$ cat src/hdl/ldg_pkg.sv
// ldg_pkg: register map, field positions and reset values of the global configuration bank
package ldg_pkg;

	// ----------------------------------------------------------------
	// widths
	// ----------------------------------------------------------------
	localparam int ADDR_W = 8;                                  // register address width
	localparam int DATA_W = 8;                                  // register data width
	localparam int NUM_MODULES = 8;                             // rgb modules with a grouping bit

	// ----------------------------------------------------------------
	// register offsets
	// ----------------------------------------------------------------
	localparam logic [7:0] OFS_DEVICE_ENABLE  = 8'h00;         // device_enable_config
	localparam logic [7:0] OFS_DEVICE_OPTIONS = 8'h01;         // device_options_config
	localparam logic [7:0] OFS_MODULE_GROUP   = 8'h02;         // module_grouping_config
	localparam logic [7:0] OFS_GROUP_INTENS   = 8'h03;         // group_intensity_level
	localparam logic [7:0] OFS_GROUP_COLOR_A  = 8'h04;         // group_color_a_level
	localparam logic [7:0] OFS_GROUP_COLOR_B  = 8'h05;         // group_color_b_level

	// ----------------------------------------------------------------
	// field positions
	// ----------------------------------------------------------------
	localparam int BIT_DEVICE_ENABLE = 6;                       // global enable in enable register
	localparam int BIT_LOG_CURVE     = 5;                       // logarithmic dimming select
	localparam int BIT_POWER_SAVE    = 4;                       // automatic power saving
	localparam int BIT_AUTO_INCR     = 3;                       // address auto increment
	localparam int BIT_DITHER        = 2;                       // pwm dithering
	localparam int BIT_CURRENT_RANGE = 1;                       // output_current_range_select
	localparam int BIT_ALL_OFF       = 0;                       // all_outputs_off

	// writable masks: reserved bits never store
	localparam logic [7:0] MASK_DEVICE_ENABLE  = 8'h40;        // only bit 6 implemented
	localparam logic [7:0] MASK_DEVICE_OPTIONS = 8'h3F;        // bits 5..0 implemented

	// ----------------------------------------------------------------
	// reset values
	// ----------------------------------------------------------------
	localparam logic [7:0] RST_DEVICE_ENABLE  = 8'h00;         // device starts disabled
	localparam logic [7:0] RST_DEVICE_OPTIONS = 8'h3C;         // log, save, incr, dither set
	localparam logic [7:0] RST_MODULE_GROUP   = 8'h00;         // all modules independent
	localparam logic [7:0] RST_GROUP_INTENS   = 8'hFF;         // full brightness
	localparam logic [7:0] RST_GROUP_COLOR_A  = 8'h00;         // no colour a
	localparam logic [7:0] RST_GROUP_COLOR_B  = 8'h00;         // no colour b

	// ----------------------------------------------------------------
	// types
	// ----------------------------------------------------------------
	typedef logic [7:0] ldg_byte_t;                             // one register byte

	// decoded write/read selects, one per register
	typedef enum logic [2:0]
	{
		LDG_SEL_ENABLE  = 3'h0,
		LDG_SEL_OPTIONS = 3'h1,
		LDG_SEL_GROUP   = 3'h2,
		LDG_SEL_INTENS  = 3'h3,
		LDG_SEL_COLOR_A = 3'h4,
		LDG_SEL_COLOR_B = 3'h5,
		LDG_SEL_NONE    = 3'h7
	} ldg_sel_t;

	// address decode, used by both the write and the read path
	function automatic ldg_sel_t ldg_decode(input logic [7:0] addr);
		ldg_sel_t sel;
		sel = LDG_SEL_NONE;
		unique case (addr)
			OFS_DEVICE_ENABLE  : sel = LDG_SEL_ENABLE;
			OFS_DEVICE_OPTIONS : sel = LDG_SEL_OPTIONS;
			OFS_MODULE_GROUP   : sel = LDG_SEL_GROUP;
			OFS_GROUP_INTENS   : sel = LDG_SEL_INTENS;
			OFS_GROUP_COLOR_A  : sel = LDG_SEL_COLOR_A;
			OFS_GROUP_COLOR_B  : sel = LDG_SEL_COLOR_B;
			default            : sel = LDG_SEL_NONE;
		endcase
		return sel;
	endfunction

endpackage

$ cat src/hdl/ldg_wr_if.sv
// ldg_wr_if: decoded write port carried from the bus front end to the register store
`timescale 1ns/10ps
interface ldg_wr_if;
	import ldg_pkg::*;

	logic      wr_en;                                           // one-cycle write pulse
	ldg_sel_t  wr_sel;                                          // decoded target register
	ldg_byte_t wr_data;                                         // byte to store

	// front end drives, register store receives
	modport source (output wr_en, output wr_sel, output wr_data);
	modport sink   (input wr_en, input wr_sel, input wr_data);
endinterface

$ cat src/hdl/ldg_bus_front.sv
// ldg_bus_front: decodes host writes into the internal write interface
`timescale 1ns/10ps
module ldg_bus_front
	import ldg_pkg::*;
(
	// register port
	input  wire logic [ADDR_W-1:0] addr,
	input  wire logic [DATA_W-1:0] wdata,
	input  wire logic              wr,
	// decoded write
	ldg_wr_if.source               wr_port
);

	// ----------------------------------------------------------------
	// write decode
	// ----------------------------------------------------------------
	// pass the strobe straight through; unmapped addresses decode to none
	always_comb
	begin
		wr_port.wr_en   = wr;
		wr_port.wr_sel  = ldg_decode(addr);
		wr_port.wr_data = wdata;
	end

endmodule // ldg_bus_front

$ cat src/hdl/ldg_global_cfg.sv
// ldg_global_cfg: global configuration register bank of the led driver
//
// The implementer's own choice: the strobed register port.
`timescale 1ns/10ps
module ldg_global_cfg
	import ldg_pkg::*;
(
	// clock and reset
	input  wire logic                   clock,
	input  wire logic                   rstn,
	// register port
	input  wire logic [ADDR_W-1:0]      addr,
	input  wire logic [DATA_W-1:0]      wdata,
	input  wire logic                   wr,
	input  wire logic                   rd,
	output logic      [DATA_W-1:0]      rdata,
	// device-wide controls
	output logic                        device_enable,
	output logic                        log_curve_select,
	output logic                        power_save_enable,
	output logic                        auto_increment_enable,
	output logic                        pwm_dither_enable,
	output logic                        output_current_range_select,
	output logic                        all_outputs_off,
	output logic                        outputs_active,
	// bank controls
	output logic      [NUM_MODULES-1:0] module_group_enable,
	output logic      [DATA_W-1:0]      group_intensity,
	output logic      [DATA_W-1:0]      group_color_a,
	output logic      [DATA_W-1:0]      group_color_b
);
	import ldg_pkg::*;

	// ----------------------------------------------------------------
	// declarations
	// ----------------------------------------------------------------
	ldg_wr_if  wr_port ();                                      // decoded write path
	ldg_byte_t enable_reg;                                      // device_enable_config store
	ldg_byte_t options_reg;                                     // device_options_config store
	ldg_byte_t group_reg;                                       // module_grouping_config store
	ldg_byte_t intens_reg;                                      // group_intensity_level store
	ldg_byte_t color_a_reg;                                     // group_color_a_level store
	ldg_byte_t color_b_reg;                                     // group_color_b_level store
	ldg_byte_t rdata_next;                                      // read mux result
	logic      outputs_active_next;                             // combined output gate

	// ----------------------------------------------------------------
	// write decode
	// ----------------------------------------------------------------
	ldg_bus_front u_front
	(
		.addr    (addr),
		.wdata   (wdata),
		.wr      (wr),
		.wr_port (wr_port.source)
	);

	// ----------------------------------------------------------------
	// enable register
	// ----------------------------------------------------------------
	// only the global enable stores; reserved bits stay zero
	always_ff @(posedge clock)
	begin
		if (!rstn)
			enable_reg <= RST_DEVICE_ENABLE;
		else if (wr_port.wr_en && wr_port.wr_sel == LDG_SEL_ENABLE)
			enable_reg <= wr_port.wr_data & MASK_DEVICE_ENABLE;
	end

	// ----------------------------------------------------------------
	// options register
	// ----------------------------------------------------------------
	// bits 7..6 are masked so a write there changes nothing
	always_ff @(posedge clock)
	begin
		if (!rstn)
			options_reg <= RST_DEVICE_OPTIONS;
		else if (wr_port.wr_en && wr_port.wr_sel == LDG_SEL_OPTIONS)
			options_reg <= wr_port.wr_data & MASK_DEVICE_OPTIONS;
	end

	// ----------------------------------------------------------------
	// module grouping register
	// ----------------------------------------------------------------
	// one bit per module: set means shared bank control
	always_ff @(posedge clock)
	begin
		if (!rstn)
			group_reg <= RST_MODULE_GROUP;
		else if (wr_port.wr_en && wr_port.wr_sel == LDG_SEL_GROUP)
			group_reg <= wr_port.wr_data;
	end

	// ----------------------------------------------------------------
	// bank level registers
	// ----------------------------------------------------------------
	// brightness scales linearly, full at FFh
	always_ff @(posedge clock)
	begin
		if (!rstn)
			intens_reg <= RST_GROUP_INTENS;
		else if (wr_port.wr_en && wr_port.wr_sel == LDG_SEL_INTENS)
			intens_reg <= wr_port.wr_data;
	end

	// colour a mix percentage of banked modules
	always_ff @(posedge clock)
	begin
		if (!rstn)
			color_a_reg <= RST_GROUP_COLOR_A;
		else if (wr_port.wr_en && wr_port.wr_sel == LDG_SEL_COLOR_A)
			color_a_reg <= wr_port.wr_data;
	end

	// colour b mix percentage of banked modules
	always_ff @(posedge clock)
	begin
		if (!rstn)
			color_b_reg <= RST_GROUP_COLOR_B;
		else if (wr_port.wr_en && wr_port.wr_sel == LDG_SEL_COLOR_B)
			color_b_reg <= wr_port.wr_data;
	end

	// ----------------------------------------------------------------
	// read path
	// ----------------------------------------------------------------
	// stored values already hold zero in reserved positions
	always_comb
	begin
		unique case (ldg_decode(addr))
			LDG_SEL_ENABLE  : rdata_next = enable_reg;
			LDG_SEL_OPTIONS : rdata_next = options_reg;
			LDG_SEL_GROUP   : rdata_next = group_reg;
			LDG_SEL_INTENS  : rdata_next = intens_reg;
			LDG_SEL_COLOR_A : rdata_next = color_a_reg;
			LDG_SEL_COLOR_B : rdata_next = color_b_reg;
			default         : rdata_next = 8'h00;               // unmapped reads zero
		endcase
	end

	// read data stands only in the cycle after the strobe
	always_ff @(posedge clock)
	begin
		if (!rstn)
			rdata <= 8'h00;
		else if (rd)
			rdata <= rdata_next;
		else
			rdata <= 8'h00;
	end

	// ----------------------------------------------------------------
	// control outputs
	// ----------------------------------------------------------------
	// outputs run only when enabled and not globally shut down
	always_comb
	begin
		outputs_active_next = 1'b0;
		if (wr_port.wr_en && wr_port.wr_sel == LDG_SEL_OPTIONS)
			outputs_active_next = enable_reg[BIT_DEVICE_ENABLE] && !wr_port.wr_data[BIT_ALL_OFF];
		else if (wr_port.wr_en && wr_port.wr_sel == LDG_SEL_ENABLE)
			outputs_active_next = wr_port.wr_data[BIT_DEVICE_ENABLE] && !options_reg[BIT_ALL_OFF];
		else
			outputs_active_next = enable_reg[BIT_DEVICE_ENABLE] && !options_reg[BIT_ALL_OFF];
	end

	// registered copies of each field, one edge behind the stores; outputs_active updates on the store edge
	always_ff @(posedge clock)
	begin
		if (!rstn)
		begin
			device_enable               <= RST_DEVICE_ENABLE[BIT_DEVICE_ENABLE];
			log_curve_select            <= RST_DEVICE_OPTIONS[BIT_LOG_CURVE];
			power_save_enable           <= RST_DEVICE_OPTIONS[BIT_POWER_SAVE];
			auto_increment_enable       <= RST_DEVICE_OPTIONS[BIT_AUTO_INCR];
			pwm_dither_enable           <= RST_DEVICE_OPTIONS[BIT_DITHER];
			output_current_range_select <= RST_DEVICE_OPTIONS[BIT_CURRENT_RANGE];
			all_outputs_off             <= RST_DEVICE_OPTIONS[BIT_ALL_OFF];
			outputs_active              <= 1'b0;
			module_group_enable         <= RST_MODULE_GROUP;
			group_intensity             <= RST_GROUP_INTENS;
			group_color_a               <= RST_GROUP_COLOR_A;
			group_color_b               <= RST_GROUP_COLOR_B;
		end
		else
		begin
			device_enable               <= enable_reg[BIT_DEVICE_ENABLE];
			log_curve_select            <= options_reg[BIT_LOG_CURVE];
			power_save_enable           <= options_reg[BIT_POWER_SAVE];
			auto_increment_enable       <= options_reg[BIT_AUTO_INCR];
			pwm_dither_enable           <= options_reg[BIT_DITHER];
			output_current_range_select <= options_reg[BIT_CURRENT_RANGE];
			all_outputs_off             <= options_reg[BIT_ALL_OFF];
			outputs_active              <= outputs_active_next;
			module_group_enable         <= group_reg;
			group_intensity             <= intens_reg;
			group_color_a               <= color_a_reg;
			group_color_b               <= color_b_reg;
		end
	end

endmodule // ldg_global_cfg

$ cat config.mk
export PLATFORM = sky130hd
export DESIGN_NAME = ldg_global_cfg
export DESIGN_NICKNAME = d
export VERILOG_FILES = /design/src/hdl/ldg_pkg.sv /design/src/hdl/ldg_wr_if.sv /design/src/hdl/ldg_bus_front.sv /design/src/hdl/ldg_global_cfg.sv
export SDC_FILE = /design/constraint.sdc
export NUM_CORES = 1
export LEC_CHECK = 0
export ABC_AREA = 1
export BUFFER_PORTS_ARGS = -buffer_cell sky130_fd_sc_hd__buf_2
export CELL_PAD_IN_SITES_DETAIL_PLACEMENT = 1
export CELL_PAD_IN_SITES_GLOBAL_PLACEMENT = 1
export CORE_MARGIN = 2
export CORE_UTILIZATION = 42
export CTS_CLUSTER_DIAMETER = 30
export CTS_CLUSTER_SIZE = 40
export DETAILED_ROUTE_END_ITERATION = 12
export PLACE_DENSITY = 0.89
export SLEW_MARGIN = 40
export SYNTH_ARGS = -nofsm -noshare
export SYNTH_HDL_FRONTEND = slang
export SYNTH_SLANG_ARGS = --single-unit
$ cat constraint.sdc
create_clock -name clock -period 3.3 [get_ports clock]
set_input_delay 0.165 -clock clock [delete_from_list [all_inputs] [get_ports clock]]
set_output_delay 0.165 -clock clock [all_outputs]
set_load 0.1 [all_outputs]
== Word level (Yosys, flattened, before mapping) ==
Cells that the tools add are included.

* Flip-flop bits (word level): 87
* Bits of input ports: 20
* Output and inout port bits: 48
* Word-level logic and storage cells: 47

* Eq/ne operators: 10
* Mux-type cells: 4
* Reductions and logical operators: 14

{| class="wikitable"
|+ Operators with widths
! operator !! number
|-
| one-hot mux 8 bit (6 select lines) || 1
|-
| one-hot mux 3 bit (6 select lines) || 1
|-
| equality test 8 x 2 -> 1 bit, second input constant || 2
|-
| equality test 8 x 3 -> 1 bit, second input constant || 2
|-
| logical AND 1 bit || 9
|-
| equality test 8 x 1 -> 1 bit, second input constant || 1
|-
| zero test 8 bit || 1
|-
| equality test 3 x 2 -> 1 bit, second input constant || 2
|-
| equality test 3 bit, second input constant || 2
|-
| equality test 3 x 1 -> 1 bit, second input constant || 1
|-
| zero test 3 bit || 1
|-
| zero test 1 bit || 2
|-
| 2-to-1 mux 1 bit || 2
|-
| AND reduction 2 bit || 1
|}

== Logic depth before layout (Yosys ltp) ==
* Word-level depth: 6
* Depth in mapped cells: 13
* Gate-level depth less buffers: 13

== Cells and area by module ==
From an unflattened synthesis, not the netlist that was laid out.

* Cells, all modules: 451
* Area, all modules: 3,510.9 um^2

{| class="wikitable"
|+ By module, submodules not included
! module !! instances !! cells an instance !! area each (um^2) !! sequential area each (um^2)
|-
| ldg_global_cfg || 1 || 426 || 3,380.7 || 1,741.7
|-
| ldg_bus_front || 1 || 25 || 130.1 || 0.0
|}

== Worst setup path after synthesis ==
Ideal clock, no wire load.

* Path kind: input to register
* From: in addr[5]
* To: reg color_b_reg[0]
* Arrival time: 1.556 ns
* Setup slack: 1.624 ns
* Cell stages on the path: 12
* Buffers on the path: 1
* Cell sequence: nor2_2 nand2_4 nor2_4 inv_4 ha_1 inv_1 nor2_1 nor2_4 nand4_2 buf_4 o21ai_0 a21oi_1

* Longest elaborated chain between the ends: 4
* Elaborated cells between the ends (all ways): 9
* Those cells by class: 6 x eq/ne; 1 x mux; 2 x reduce/logical

{| class="wikitable"
|+ Ends and longest elaborated chain
! element !! line !! RTL
|-
| from (decl) || ldg_global_cfg.sv:12 || <nowiki>input wire logic [ADDR_W-1:0] addr,</nowiki>
|-
| equality test 8 x 3 -> 1 bit, or another cell as far along || ldg_pkg.sv:67 || <nowiki>unique case (addr)</nowiki>
|-
| one-hot mux 3 bit (6 select lines) (*) || ldg_pkg.sv:67 ||
|-
| equality test 3 bit (*) || ldg_global_cfg.sv:120 || <nowiki>else if (wr_port.wr_en && wr_port.wr_sel == LDG_SEL_COLOR_B)</nowiki>
|-
| logical AND 1 bit (*) || ldg_global_cfg.sv:120 ||
|-
| to (signal assigned) || ldg_global_cfg.sv:121 || <nowiki>color_b_reg <= wr_port.wr_data;</nowiki>
|-
| to (decl) || ldg_global_cfg.sv:43 || <nowiki>ldg_byte_t color_b_reg;</nowiki>
|}

Mark *: on every way between the ends. The rest lies on a longest branch, timed or not.
A chain may end at the register's enable or synchronous reset.

== Final worst setup path ==
* From: in addr[5]
* To: reg color_b_reg[4]

The elaborated chain is that of the path after synthesis.

==> metrics.yaml <==
min_path:
  whs_path_depth: 3
  hold_class: "in2reg"
  min_from: "wdata[7]"
yosys:
  synthTopCellsByCount: "88 x nand2_1, 87 x dfxtp_1, 50 x inv_1"
  synth_cell_type_count: 30
  netlist.area_leader.share: 0.527
  syn_inst: 405
  async_flop_share: 0
  ys_dominant_reg_cell: "dfxtp_1"
  seq_area_frac_synth: 0.527
  netlist_area_um2: 3310
  synth-seq-cells: 87
  synth_edf_count: 0
  synth_largest_area_cell: "dfxtp_1"
  yosysMostFrequentCell: "nand2_1"
  syn_nets: 426
  yosysWarnings: 0
  synth_area_leaders: "dfxtp_1 53%, nand2_1 10%, inv_1 5.7%"
  syn_avg_cell_area_um2: 8.16
sta:
  tightest_slew_ps: 556
  fin_skew_ps: 8.87
  finalSetupTns_ps: 0
  hold_violations: 0
  fmax_mhz: 511
  period_needed_ps: 1960
  slew-limit-headroom: 0.629
  fin_crit_sh: 0.593
  slew_viol_final: 0
  rsz0062_at_grt: "false"
  finalSetupViolCount: 0
global_routing:
  antenna_found_initial: 0
  grt_overflow: 0
  grt_max_degree: 46
  grt_pass1_wl_mm: 13.3
  grt_usage: 0.202
  grt_pass1_vias: 2726
finish:
  drive_gt1_frac: 0.268
  multiInputGateArea_um2: 1260
  syn_to_final_growth_pct: 17.9
  fillers: 987
  n_antenna_cell: 0
  nets: 490
  seqCellArea_um2: 1740
  post-route-cell-area_um2: 3900
  fin_util: 0.507
die:
  die_x_um: 92.7
  start_util: 0.430
  core_area_um2: 7690
  rows: 32
  dieArea_um2: 8600
  die_h_um: 92.7
  ioPinCount: 68
critical_path:
  max_stage_delay_ps: 350
  reg2reg_slack_ps: 2430
  reg2regPathDepth: 4
  critPathKind: "in2reg"
  path_max_fanout: 16
  crit_path_start_kind: "input pin"
  crit_required_ps: 3550
  crit_slowest_cell: "nand4_2"
  path_common_cell: "nor2_4"
  crit_chain: "buf_2 -> nor2_2 -> nand2_4 -> nor2_4 -> inv_4 -> ha_1 -> inv_1 -> nor2_1 -> nor2_4 -> nand4_2 -> o21ai_0 -> a21oi_1"
  r2r-start: "intens_reg[4]$_SDFFE_PN1P_"
  crit_start: "addr[5]"
  worstPathArrival_ps: 2210
  end_kind: "flop"
cts:
  cts_resized: 0
  cts_max_level: 3
  cts_buffers: 9
  clk_latency_ps: 360
  cts_root_buf: "clkbuf_8"
  cts_tree: "done"
  clock_sinks: 87
  clk_pin_slew_worst_paths_ps: 80
  post_cts_hold_buffer_count: 0
  clockBufferDepth: 2
  cts_setup_buffers: 0
pwr:
  powerDensity_nw_per_um2: 485
  cellLeakagePower_nw: 1.85
  irDropWorstVdd_v: 0.000238
route:
  drt-initial-drc-count: 103
  postRouteAntennaNets: 0
  drc_errors: 0
  wl_per_cell_um: 14.4
  first_pass_iters: 4
  wl_mm: 8.30
  vias: 2756
  vias_per_cell: 4.78
outcome:
  status: "completed"
placement:
  post_dp_cell_area_um2: 3690
  gp_congestion: 0.908
  port_buffers: 67
  dp_hpwl_mm: 6.03
run:
  cap_violations: 0
metal layers:
layer | track usage | wire length, um | vias to the layer above
met4 | 0.108 | 161 | 0
met5 | 0 | 0 | -
met1 | 0.243 | 3750 | 1302
met2 | 0.343 | 4060 | 57
met3 | 0.0350 | 330 | 14
li1 | - | - | 1383
area by class of cell:
| type | count | share of cell area |
|---|---|---|
| Tap cell | 102 | 0.0327 |
| Timing Repair Buffer | 68 | 0.0880 |
| Multi-Input combinational cell | 246 | 0.323 |
| Sequential cell | 87 | 0.447 |
| Inverter | 57 | 0.0559 |
| Clock inverter | 2 | 0.00963 |
| Clock buffer | 14 | 0.0443 |
metrics by stage:
stage                     std cells  hold WS, ps  total power [mW]  setup slack (ps)
after CTS                       576         72.5              1.90              1380
final                           576         89.4              1.89              1340
after floorplan                 405          278              1.11              1620
after detailed placement        560          422              1.14               997
after global routing            576          102              1.96              1160
after global placement          560          417              1.14              1130
final timing paths:
kind | end
worst min register to register | output_current_range_select$_SDFF_PN0_
worst min-delay path | intens_reg[7]$_SDFFE_PN1P_
worst max-delay path | color_b_reg[4]$_SDFFE_PN0P_
worst max register to register | rdata[4]$_SDFF_PN0_
worst max-delay path: cells and delay by family:
family,cells,cell delay [ps]
and+or+nand+nor,6,1190
adders and majority gates,1,240
AOI/OAI and AO/OA,2,360
buffers and inverters,3,240
placed cells by master, fill, tap and decap left out, drive strengths merged:
cell type  count
nand3b         1
nand3         40
clkbuf        14
nor2          49
clkinv         1
nand2         92
or2            9
clkinvlp       1
a21oi         24
buf           68
o21ai         23
bufinv         1
o211ai         4
inv           56
ha             1
a211oi         1
nand4          2
dfxtp         87
where the power goes:
group          total, mW  switching [mW]  internal [mW]
combinational     0.0658          0.0492         0.0167
sequential          1.05        0.000225           1.05
clock              0.774           0.361          0.413
cells by family after synthesis:
kind of cell | synth area share
buf+inv | 0.0927
simple gates | 0.283
flops | 0.527
compound gates | 0.0931
fa+ha+maj | 0.00378
(Power assumes the default switching activity.)
